<file path="config.mk">
export PLATFORM = sky130hd
export DESIGN_NAME = dual_duty_cycle_modulator
export DESIGN_NICKNAME = d
export VERILOG_FILES = /design/src/shared/pwm_pkg.sv /design/src/logic/dual_duty_cycle_modulator.sv
export SDC_FILE = /design/constraint.sdc
export NUM_CORES = 1
export LEC_CHECK = 0
export BUFFER_PORTS_ARGS = -buffer_cell sky130_fd_sc_hd__buf_2
export CORE_ASPECT_RATIO = 0.8
export CORE_UTILIZATION = 51
export CTS_BUF_LIST = sky130_fd_sc_hd__clkbuf_4
export DETAILED_ROUTE_END_ITERATION = 7
export PLACE_DENSITY_LB_ADDON = 0.3
export SETUP_SLACK_MARGIN = 0.1
export SLEW_MARGIN = 20
export SYNTH_ARGS = -nofsm -noshare
export SYNTH_HDL_FRONTEND = slang
export SYNTH_SLANG_ARGS = --single-unit
export TNS_END_PERCENT = 1
</file>
<file path="constraint.sdc">
create_clock -name core_clk -period 4.2 [get_ports core_clk]
set_input_delay 0.21 -clock core_clk [delete_from_list [all_inputs] [get_ports core_clk]]
set_output_delay 0.21 -clock core_clk [all_outputs]
set_load 0.005 [all_outputs]
</file>
<file path="src/shared/pwm_pkg.sv">
// Constants, register map and carrier types for the dual duty-cycle modulator
package pwm_pkg;

   // Timing
   localparam int CLK_HZ = 100_000_000;
   localparam int TONE_HZ = 16_000;
   localparam int TONE_HALF = CLK_HZ / (2 * TONE_HZ);
   localparam int SLOTS = 256;
   localparam int FRQ_MUL = 3;
   localparam int FRQ_W = 2;

   // Register indices; byte address is four times the index
   localparam logic [7:0] IDX_CONFIG = 8'h1E;
   localparam logic [7:0] IDX_DUTY_A = 8'h38;
   localparam logic [7:0] IDX_DUTY_B = 8'h39;
   localparam logic [7:0] IDX_STYLE = 8'h46;
   localparam logic [7:0] IDX_STATUS = 8'h47;

   // Field positions
   localparam int CFG_FRQ_LSB = 0;
   localparam int CFG_TONE_A = 4;
   localparam int CFG_TONE_B = 5;
   localparam int STYLE_A_LSB = 0;
   localparam int STYLE_B_LSB = 2;
   localparam int STAT_LEVEL_A = 0;
   localparam int STAT_LEVEL_B = 1;
   localparam int STAT_TONE = 2;

   // Reset values
   localparam logic [7:0] CONFIG_RST = 8'h00;
   localparam logic [7:0] DUTY_RST = 8'h00;
   localparam logic [7:0] STYLE_RST = 8'h00;

   // AXI responses
   localparam logic [1:0] RESP_OKAY = 2'h0;
   localparam logic [1:0] RESP_SLVERR = 2'h2;

   typedef enum logic [1:0] {
      STYLE_OFF = 2'h0,
      STYLE_OPEN_DRAIN = 2'h1,
      STYLE_OPEN_SOURCE = 2'h2,
      STYLE_PUSH_PULL = 2'h3
   } drive_style_e;

   typedef enum logic [2:0] {
      SEL_NONE = 3'h0,
      SEL_CONFIG = 3'h1,
      SEL_DUTY_A = 3'h2,
      SEL_DUTY_B = 3'h3,
      SEL_STYLE = 3'h4,
      SEL_STATUS = 3'h5
   } reg_sel_e;

   // Pin carrier: output level and output enable
   typedef struct packed {
      logic o;
      logic oe;
   } pin_s;

endpackage

</file>
<file path="src/logic/dual_duty_cycle_modulator.sv">
// Two-line duty-cycle modulator with 16 kHz tone option, AXI4-Lite register slave

module dual_duty_cycle_modulator #(
   parameter int AW = 12
) (
   // Clock and reset
   input wire logic core_clk,
   input wire logic nrst,
   // AXI4-Lite write address
   input wire logic [AW-1:0] s_axi_awaddr,
   input wire logic s_axi_awvalid,
   output logic s_axi_awready,
   // AXI4-Lite write data
   input wire logic [31:0] s_axi_wdata,
   input wire logic [3:0] s_axi_wstrb,
   input wire logic s_axi_wvalid,
   output logic s_axi_wready,
   // AXI4-Lite write response
   output logic [1:0] s_axi_bresp,
   output logic s_axi_bvalid,
   input wire logic s_axi_bready,
   // AXI4-Lite read address
   input wire logic [AW-1:0] s_axi_araddr,
   input wire logic s_axi_arvalid,
   output logic s_axi_arready,
   // AXI4-Lite read data
   output logic [31:0] s_axi_rdata,
   output logic [1:0] s_axi_rresp,
   output logic s_axi_rvalid,
   input wire logic s_axi_rready,
   // Modulated lines
   output pwm_pkg::pin_s modulated_out_a,
   output pwm_pkg::pin_s modulated_out_b
);
   import pwm_pkg::*;

   ////////////////////////////////////////////////////////////////////////////////
   // Declarations

   logic aw_full_r, w_full_r, wlane_r, awready_r, wready_r, bvalid_r, arready_r, rvalid_r;
   logic do_write, slot_tick, wrap, tone_sq_r;
   logic [AW-1:0] awaddr_r;
   logic [1:0] bresp_r, rresp_r;
   logic [31:0] rdata_r;
   reg_sel_e wsel, rsel;
   logic [7:0] wdata_r, config_r, style_r, slot_r;
   logic [7:0] duty_r [2], duty_act_r [2], acc_r [2];
   logic [FRQ_W-1:0] frq_act_r;
   logic [9:0] pre_r, pre_last;
   logic [11:0] tone_cnt_r;
   logic [17:0] per_cnt_r;
   logic [8:0] acc_sum [2], high_cnt_r [2];
   logic tone_en [2], level_r [2], src [2], last_carry_r [2];
   drive_style_e line_style [2];
   pin_s pin_r [2];

   function automatic reg_sel_e decode(input logic [AW-1:0] a);
      if (a == AW'({IDX_CONFIG, 2'b00})) begin
         return SEL_CONFIG;
      end else if (a == AW'({IDX_DUTY_A, 2'b00})) begin
         return SEL_DUTY_A;
      end else if (a == AW'({IDX_DUTY_B, 2'b00})) begin
         return SEL_DUTY_B;
      end else if (a == AW'({IDX_STYLE, 2'b00})) begin
         return SEL_STYLE;
      end else if (a == AW'({IDX_STATUS, 2'b00})) begin
         return SEL_STATUS;
      end else begin
         return SEL_NONE;
      end
   endfunction

   ////////////////////////////////////////////////////////////////////////////////
   // AXI4-Lite write path: address and data taken in either order

   assign do_write = aw_full_r && w_full_r && !bvalid_r;
   assign wsel = decode(awaddr_r);
   always_ff @(posedge core_clk) begin
      if (!nrst) begin
         aw_full_r <= 1'b0;
         awready_r <= 1'b0;
         awaddr_r <= '0;
      end else if (s_axi_awvalid && awready_r) begin
         aw_full_r <= 1'b1;
         awready_r <= 1'b0;
         awaddr_r <= s_axi_awaddr;
      end else if (do_write) begin
         aw_full_r <= 1'b0;
      end else if (!aw_full_r && !bvalid_r) begin
         awready_r <= 1'b1;
      end
   end

   always_ff @(posedge core_clk) begin
      if (!nrst) begin
         w_full_r <= 1'b0;
         wready_r <= 1'b0;
         wdata_r <= 8'h00;
         wlane_r <= 1'b0;
      end else if (s_axi_wvalid && wready_r) begin
         w_full_r <= 1'b1;
         wready_r <= 1'b0;
         wdata_r <= s_axi_wdata[7:0];
         wlane_r <= s_axi_wstrb[0];
      end else if (do_write) begin
         w_full_r <= 1'b0;
      end else if (!w_full_r && !bvalid_r) begin
         wready_r <= 1'b1;
      end
   end

   always_ff @(posedge core_clk) begin
      if (!nrst) begin
         bvalid_r <= 1'b0;
         bresp_r <= RESP_OKAY;
      end else if (do_write) begin
         bvalid_r <= 1'b1;
         bresp_r <= (wsel == SEL_NONE || wsel == SEL_STATUS) ? RESP_SLVERR : RESP_OKAY;
      end else if (bvalid_r && s_axi_bready) begin
         bvalid_r <= 1'b0;
      end
   end
   // Registers hold only the low byte; other lanes are ignored
   always_ff @(posedge core_clk) begin
      if (!nrst) begin
         config_r <= CONFIG_RST;
         style_r <= STYLE_RST;
         duty_r[0] <= DUTY_RST;
         duty_r[1] <= DUTY_RST;
      end else if (do_write && wlane_r) begin
         if (wsel == SEL_CONFIG) begin
            config_r <= wdata_r;
         end else if (wsel == SEL_DUTY_A) begin
            duty_r[0] <= wdata_r;
         end else if (wsel == SEL_DUTY_B) begin
            duty_r[1] <= wdata_r;
         end else if (wsel == SEL_STYLE) begin
            style_r <= wdata_r;
         end
      end
   end

   ////////////////////////////////////////////////////////////////////////////////
   // AXI4-Lite read path

   assign rsel = decode(s_axi_araddr);
   always_ff @(posedge core_clk) begin
      if (!nrst) begin
         arready_r <= 1'b0;
         rvalid_r <= 1'b0;
         rdata_r <= 32'h0000_0000;
         rresp_r <= RESP_OKAY;
      end else if (s_axi_arvalid && arready_r) begin
         arready_r <= 1'b0;
         rvalid_r <= 1'b1;
         rresp_r <= (rsel == SEL_NONE) ? RESP_SLVERR : RESP_OKAY;
         if (rsel == SEL_CONFIG) begin
            rdata_r <= {24'h000000, config_r};
         end else if (rsel == SEL_DUTY_A) begin
            rdata_r <= {24'h000000, duty_r[0]};
         end else if (rsel == SEL_DUTY_B) begin
            rdata_r <= {24'h000000, duty_r[1]};
         end else if (rsel == SEL_STYLE) begin
            rdata_r <= {24'h000000, style_r};
         end else if (rsel == SEL_STATUS) begin
            rdata_r <= {29'h00000000, tone_sq_r, level_r[1], level_r[0]};
         end else begin
            rdata_r <= 32'h0000_0000;
         end
      end else if (rvalid_r && s_axi_rready) begin
         rvalid_r <= 1'b0;
      end else if (!rvalid_r) begin
         arready_r <= 1'b1;
      end
   end

   ////////////////////////////////////////////////////////////////////////////////
   // Shared period timing: 256 slots, each 8^freq cycles long

   assign pre_last = 10'((11'h001 << (FRQ_MUL * int'(frq_act_r))) - 11'h001);
   assign slot_tick = (pre_r == pre_last);
   assign wrap = slot_tick && (slot_r == 8'hFF);
   always_ff @(posedge core_clk) begin
      if (!nrst) begin
         pre_r <= 10'h000;
         slot_r <= 8'h00;
      end else if (slot_tick) begin
         pre_r <= 10'h000;
         slot_r <= slot_r + 8'h01;
      end else begin
         pre_r <= pre_r + 10'h001;
      end
   end
   // Frequency and duty are adopted only at the wrap so a running period never glitches; style and tone enables act at once
   always_ff @(posedge core_clk) begin
      if (!nrst) begin
         frq_act_r <= '0;
         duty_act_r[0] <= DUTY_RST;
         duty_act_r[1] <= DUTY_RST;
      end else if (wrap) begin
         frq_act_r <= config_r[CFG_FRQ_LSB +: FRQ_W];
         duty_act_r[0] <= duty_r[0];
         duty_act_r[1] <= duty_r[1];
      end
   end
   // Free-running tone; both lines share one square wave
   always_ff @(posedge core_clk) begin
      if (!nrst) begin
         tone_cnt_r <= 12'h000;
         tone_sq_r <= 1'b0;
      end else if (tone_cnt_r == 12'(TONE_HALF - 1)) begin
         tone_cnt_r <= 12'h000;
         tone_sq_r <= !tone_sq_r;
      end else begin
         tone_cnt_r <= tone_cnt_r + 12'h001;
      end
   end
   assign tone_en[0] = config_r[CFG_TONE_A];
   assign tone_en[1] = config_r[CFG_TONE_B];
   assign line_style[0] = drive_style_e'(style_r[STYLE_A_LSB +: 2]);
   assign line_style[1] = drive_style_e'(style_r[STYLE_B_LSB +: 2]);

   ////////////////////////////////////////////////////////////////////////////////
   // Per-line modulator and driver

   generate
      for (genvar k = 0; k < 2; k++) begin : g_line
         // Accumulator overflow spreads duty slots evenly; it returns to zero each period
         assign acc_sum[k] = {1'b0, acc_r[k]} + {1'b0, duty_act_r[k]};
         always_ff @(posedge core_clk) begin
            if (!nrst) begin
               acc_r[k] <= 8'h00;
               level_r[k] <= 1'b0;
            end else if (slot_tick) begin
               acc_r[k] <= acc_sum[k][7:0];
               level_r[k] <= acc_sum[k][8];
            end
         end
         assign src[k] = tone_en[k] ? tone_sq_r : level_r[k];
         always_ff @(posedge core_clk) begin
            if (!nrst) begin
               pin_r[k] <= '0;
            end else begin
               case (line_style[k])
                  STYLE_OPEN_DRAIN: pin_r[k] <= '{o: 1'b0, oe: !src[k]};
                  STYLE_OPEN_SOURCE: pin_r[k] <= '{o: 1'b1, oe: src[k]};
                  STYLE_PUSH_PULL: pin_r[k] <= '{o: src[k], oe: 1'b1};
                  default: pin_r[k] <= '{o: 1'b0, oe: 1'b0};
               endcase
            end
         end
         // Helper state read only by the checks below
         always_ff @(posedge core_clk) begin
            if (!nrst) begin
               high_cnt_r[k] <= 9'h000;
               last_carry_r[k] <= 1'b0;
            end else if (slot_tick) begin
               high_cnt_r[k] <= wrap ? 9'h000 : high_cnt_r[k] + 9'(acc_sum[k][8]);
               last_carry_r[k] <= acc_sum[k][8];
            end
         end
         a_zero_duty_low: assert property (@(posedge core_clk) disable iff (!nrst)
            (slot_tick && duty_act_r[k] == 8'h00) |=> !level_r[k])
            else $error("line high with zero duty");
         a_high_slot_count: assert property (@(posedge core_clk) disable iff (!nrst)
            wrap |-> (high_cnt_r[k] + 9'(acc_sum[k][8])) == {1'b0, duty_act_r[k]})
            else $error("high slot count differs from duty");
         a_even_spread: assert property (@(posedge core_clk) disable iff (!nrst)
            (slot_tick && acc_sum[k][8] && duty_act_r[k] <= 8'h80) |-> !last_carry_r[k])
            else $error("high slots bunched");
         a_level_on_slot: assert property (@(posedge core_clk) disable iff (!nrst)
            $changed(level_r[k]) |-> $past(slot_tick))
            else $error("level changed inside a slot");
         a_duty_latch: assert property (@(posedge core_clk) disable iff (!nrst)
            $changed(duty_act_r[k]) |-> $past(wrap))
            else $error("duty adopted mid period");
         a_drain_style: assert property (@(posedge core_clk) disable iff (!nrst)
            (line_style[k] == STYLE_OPEN_DRAIN) |=> (!pin_r[k].o && pin_r[k].oe == !$past(src[k])))
            else $error("open drain driving high");
         a_tone_follow: assert property (@(posedge core_clk) disable iff (!nrst)
            (tone_en[k] && line_style[k] == STYLE_PUSH_PULL) |=> pin_r[k].o == $past(tone_sq_r))
            else $error("tone not on push pull line");
      end
   endgenerate

   always_ff @(posedge core_clk) begin
      if (!nrst || wrap) begin
         per_cnt_r <= 18'h00000;
      end else begin
         per_cnt_r <= per_cnt_r + 18'h00001;
      end
   end

   a_period_length: assert property (@(posedge core_clk) disable iff (!nrst)
      wrap |-> per_cnt_r == 18'((19'(SLOTS) << (FRQ_MUL * int'(frq_act_r))) - 19'h00001))
      else $error("period length wrong");
   a_reset_clear: assert property (@(posedge core_clk) disable iff (!nrst)
      $rose(nrst) |-> (duty_r[0] == 8'h00 && duty_r[1] == 8'h00 && config_r == 8'h00))
      else $error("settings not cleared by reset");
   a_tone_half: assert property (@(posedge core_clk) disable iff (!nrst)
      (tone_cnt_r == 12'(TONE_HALF - 1)) |=> $changed(tone_sq_r) ##1 $stable(tone_sq_r))
      else $error("tone half period wrong");
   a_resp_after_both: assert property (@(posedge core_clk) disable iff (!nrst)
      $rose(bvalid_r) |-> $past(aw_full_r && w_full_r))
      else $error("write answered early");

   ////////////////////////////////////////////////////////////////////////////////
   // Outputs

   assign s_axi_awready = awready_r;
   assign s_axi_wready = wready_r;
   assign s_axi_bvalid = bvalid_r;
   assign s_axi_bresp = bresp_r;
   assign s_axi_arready = arready_r;
   assign s_axi_rvalid = rvalid_r;
   assign s_axi_rdata = rdata_r;
   assign s_axi_rresp = rresp_r;
   assign modulated_out_a = pin_r[0];
   assign modulated_out_b = pin_r[1];

endmodule

</file>
---- Word level (Yosys, flattened, before mapping) ----
Memory sizes are Yosys's and may differ from the RTL's.
Cells that the tools add are included.
storage, ports and cells
  output and inout port bits .............. 45
  logic and storage cells ................. 205
  memories ................................ 5
  bits in registers ....................... 113
  bits in writable memories ............... 54
  input port bits ......................... 67
memory list
  name        depth  width  rd ports  clocked after memory_dff  wr ports  RTL line                         RTL
  acc_r       2      8      2         0                         2         dual_duty_cycle_modulator.sv:47  logic [7:0] duty_r [2], duty_act_r [2], acc_r [2];
  duty_act_r  2      8      2         0                         2         dual_duty_cycle_modulator.sv:47
  duty_r      2      8      2         0                         2         dual_duty_cycle_modulator.sv:47
  pin_r       2      2      2         0                         2         dual_duty_cycle_modulator.sv:55  pin_s pin_r [2];
  level_r     2      1      2         0                         2         dual_duty_cycle_modulator.sv:53  logic tone_en [2], level_r [2], src [2], last_carry_r [2];
cells by class
  multiply operators ...................... 1
  reduce and logical (&&, ||, !) cells .... 36
  add/subtract/negate cells ............... 6
  bitwise gates (word level) .............. 23
  shift operators ......................... 1
  multiplexer cells ....................... 84
  equal/unequal tests ..................... 29
operators by type and width
  operator                 number
  $mux W8                  10
  $mux W1                  53
  $eq A12 B8 Y1 const B    4
  $eq A12 B9 Y1 const B    4
  $mux W3                  11
  $eq A12 B7 Y1 const B    2
  $mux W2                  10
  $add A8 B8 Y9            2
  $or A1 B1 Y1             16
  $add A12 B1 Y12 const B  1
  $eq A12 B12 Y1 const B   1
  $eq A3 B2 Y1 const B     4
  $eq A3 B3 Y1 const B     4
  $logic_and A1 B1 Y1      11
  $add A10 B1 Y10 const B  1
  $eq A10 B10 Y1           1
  $reduce_or A2 Y1         5
  $shl A1 B4 Y10 const A   1
  $sub A10 B1 Y10 const B  1
  $add A8 B1 Y8 const B    1
  $eq A2 B2 Y1 const B     4
  $eq A8 B8 Y1 const B     1
  $reduce_and A2 Y1        4
  $reduce_bool A2 Y1       4
  9 further kinds          24

---- Logic depth before layout (Yosys ltp) ----
  depth after elaboration ................. 14
  mapped depth ............................ 9
  gate-level depth less buffers ........... 8

---- Worst setup path before layout ----
No wires, ideal clock.
  path kind ............................... reg2reg
  start ................................... register frq_act_r[0]
  end ..................................... memory duty_act_r[0][0], enable pin
  period minus slack after synthesis ...... 2.989 ns
  cell stages (with the launch flop) ...... 8
  setup slack ............................. 1.211 ns
  buffers on the path ..................... 0
  setup time .............................. 0.411 ns
  arrival ................................. 2.578 ns
  cells stage by stage .................... dfxtp_1 -> nor2_1 -> inv_1 -> ha_1 -> xnor2_1 -> a211oi_2 -> nand2_1 -> o21ai_0
RTL lines
  what                    RTL line                          RTL
  start, declared         dual_duty_cycle_modulator.sv:48   logic [FRQ_W-1:0] frq_act_r;
  start signal, assigned  dual_duty_cycle_modulator.sv:201  frq_act_r <= config_r[CFG_FRQ_LSB +: FRQ_W];
  end, declared           dual_duty_cycle_modulator.sv:47

---- Worst setup path after layout ----
  start ................................... register frq_act_r[0]
  end ..................................... register pre_r[8]
on the way
  cells in the longest elaborated chain, start to end .. 5
ends and longest elaborated chain
  what                               RTL line                          RTL
  $mul A2 B2 Y4                      dual_duty_cycle_modulator.sv:180  assign pre_last = 10'((11'h001 << (FRQ_MUL * int'(frq_act_r))) - 11'h001);
  $shl A1 B4 Y10                     dual_duty_cycle_modulator.sv:180
  $sub A10 B1 Y10                    dual_duty_cycle_modulator.sv:180
  $eq A10 B10 Y1                     dual_duty_cycle_modulator.sv:181  assign slot_tick = (pre_r == pre_last);
  $reduce_or A2 Y1 (no source line)  n/a
  end signal, assigned               dual_duty_cycle_modulator.sv:191  pre_r <= pre_r + 10'h001;
  end, declared                      dual_duty_cycle_modulator.sv:49   logic [9:0] pre_r, pre_last;
Every way passes these cells.
A chain may end at the register's enable or synchronous reset.

==> flow_summary_export.csv <==
group,metric,value,unit
place,port_buffers,58,
route,drt-total-wl,14400,um
clock_tree,numCtsBuffers,17,
route,top_layer,"met4",
critical_path,crit_start,"frq_act_r[0]",
power,seqPwrFrac,0.550,
global_routing,grt_pass1_vias,4981,
sta,holdWs,0.0976,ns
route,first_iter_violations,360,
route,wl_per_cell,15.0,um
sta,grt_setup_unrepaired,"false",
floorplan,die_area,13600,um^2
finish,diodes,0,
critical_path,cp_max_fo,18,
finish,utilization,0.605,
sta,drv_slew,0,
floorplan,core,12500,um^2
run,max_cap_violations,0,
place,dpl.hpwl,10300,um
power,power_density,376,nW/um^2
hold_path,hold_class,"primary input to flip-flop",
sta,fmax,324,MHz
sta,tightestPinTransition,0.955,ns
sta,post-route-period-util,0.734,
sta,setup_viol,0,
synth,synth_edf_count,53,
critical_path,start_kind,"flip-flop",
global_routing,grt_max_degree,50,
synth,syn_avg_cell_area,9.63,um^2
power,cellLeakagePower,3.04,nW
synth,synth_area,6680,um^2
finish,multi_input_area,3060,um^2
route,dr_wl_met3,916,um
route,num_vias,5186,
power,switching_share,0.280,
global_routing,grtUsageTotal,0.230,
critical_path,reg2reg_to,"pre_r[8]",
clock_tree,root_buffer,"clkbuf_4",
floorplan,die_x,130,um
route,first_pass_iters,5,
finish,fillers,1045,
global_routing,grt_overflow,0,
clock_tree,clkTransAtPathRegs,0.12,ns
route,postRouteAntennaNets,0,
power,p_int,2.04,mW
synth,synth_cells,693,
floorplan,rows,36,
finish,mostFrequentLayoutCells,"dfxtp_1 (88), nand2_1 (82), nor2_1 (63)",
route,drc_errors,0,
critical_path,ff2ff_path_depth,9,
synth,yosys_warnings,0,
sta,skew,0.0124,ns
route,wl_met2,6580,um
power,irDropWorstVdd,0.263,mV
synth,synth_cell_types,63,
floorplan,start_util,0.535,
synth,yosysSeqAreaShare,0.502,
route,met1_length,6720,um
critical_path,endpoint_kind,"flip-flop",
outcome,status,"complete, no violations",
route,viasPerCell,5.39,
finish,drive_gt1_frac,0.137,
clock_tree,clk_latency,0.57,ns
sta,max_slew_margin,0.347,
critical_path,rr_startpoint,"frq_act_r[0]",
power,pwr-share-clk,0.305,
place,place_congestion,0.904,
finish,register_area,3350,um^2
synth,synth_seq_cells,141,
sta,hold_viol,0,
critical_path,crit_type,"flip-flop to flip-flop",
finish,layout_commonest_cell,"dfxtp_1",
finish,nets,868,
critical_path,crit_arrival,3.55,ns
finish,area_delta_synth_final,13.1,%
clock_tree,htreeDepth,4,
synth,synth_ff_type,"dfxtp_1",
clock_tree,numClockSinks,141,
floorplan,die_height,104,um
power,power_frac_comb,0.145,
global_routing,antenna_found_initial,0,
global_routing,grt_pass1_wl,23900,um
sta,period_minus_slack,3.08,ns
floorplan,io_pins,112,
power,power.switching,0.796,mW
critical_path,worst-r2r-setup-slack,1.12,ns
critical_path,cp.required,4.67,ns
critical_path,endpoint,"pre_r[8]",
clock_tree,clockBufferDepth,2,
clock_tree,cts_tree,"done",
synth,async_flop_share,0,
sta,fin_setup_tns,0,ns
[metal layers]
layer,up-vias,global-route usage
li1,2576,-
met1,2424,0.312
met2,163,0.354
met3,23,0.0514
met4,0,0.0897
met5,-,0
[registers in the layout (all words and copies together) (netlist names), 4 cells and up]
name	count
acc_r	16
awaddr_r	12
config_r	8
duty_act_r	16
duty_r	16
pin_r	4
pre_r	10
s_axi_rdata	8
slot_r	8
style_r	8
tone_cnt_r	12
wdata_r	8
[synth_stat cells, drive strengths merged, types with 17 or more instances]
cell	number	area, um^2
o21ai	31	155
xor2	17	149
and2	31	194
inv	20	75.1
a21oi	49	245
buf	32	225
nand2	82	308
nand3	28	140
nor3	18	106
dfxtp	88	1760
nor2	63	236
clkbuf	18	67.6
ha	21	263
edfxtp	53	1590
[stage by stage]
step / worst slack [ns] / std cells / cell area, um^2 / power (mW)
2_1_floorplan: 1.21 / 721 / 6780 / 1.88
5_1_grt: 0.808 / 962 / 7550 / 2.98
3_3_place_gp: 1.34 / 905 / 7030 / 1.95
3_5_place_dp: 1.21 / 905 / 7030 / 1.98
4_1_cts: 1.06 / 962 / 7550 / 2.85
6_report: 1.12 / 962 / 7550 / 2.84
[power by group through the flow]
stage                     sequential, mW  clock (mW)  combinational (mW)
after floorplan                     1.57           0               0.307
after global placement              1.59           0               0.363
after detailed placement            1.59           0               0.389
after CTS                           1.56       0.879               0.409
after global routing                1.57       0.937               0.472
final                               1.56       0.866               0.412
[area by class of cell]
class | instances | area share
repair buffers | 88 | 0.0766
clock inverters | 15 | 0.0189
inverters | 20 | 0.00994
well taps | 171 | 0.0283
clock buffers | 17 | 0.0169
multi-input cells | 510 | 0.405
flip-flops and latches | 141 | 0.444
[critical path, stage by stage (launching register included)]
cell and delay (ns):
dfxtp_1 0.38, nor2_1 0.21, inv_1 0.07, ha_1 0.30
xnor2_1 0.15, a211oi_2 0.31, nand3_1 0.38, nand2_1 0.80
buf_4 0.30, nor2_1 0.06
[kinds of logic (layout without fill, tap and decap cells)]
family / Yosys count / in the layout / synth area share
AOI/OAI and AO/OA: 128 / 128 / 0.119
xor gates and xnor gates: 25 / 25 / 0.0328
adders and majority gates: 23 / 23 / 0.0454
buffers and inverters: 70 / 140 / 0.0551
DFF: 141 / 141 / 0.502
muxes: 16 / 16 / 0.0240
other: 2 / 30 / 0.00112
and+or+nand+nor: 288 / 288 / 0.220
[worst min path at each step]
stage / from / to / slack [ns] / cells after the start
2_1_floorplan: s_axi_awaddr[10] / awaddr_r[10] / 0.35 / 2
3_3_place_gp: awaddr_r[11] / awaddr_r[11] / 0.44 / 2
3_5_place_dp: s_axi_rresp[1] / s_axi_rresp[1] / 0.44 / 2
4_1_cts: s_axi_arvalid / s_axi_arready / 0.08 / 3
5_1_grt: s_axi_arvalid / s_axi_arready / 0.11 / 3
6_report: s_axi_arvalid / s_axi_arready / 0.1 / 3
[timing repair]
item | CTS | global route
gates resized for setup | 0 | 0
hold buffers | 25 | 0
buffers inserted | 0 | 0
setup endpoints to repair | 0 | 0
endpoints found under the hold margin | 25 | 0
Power figures use the tool's default switching activity.
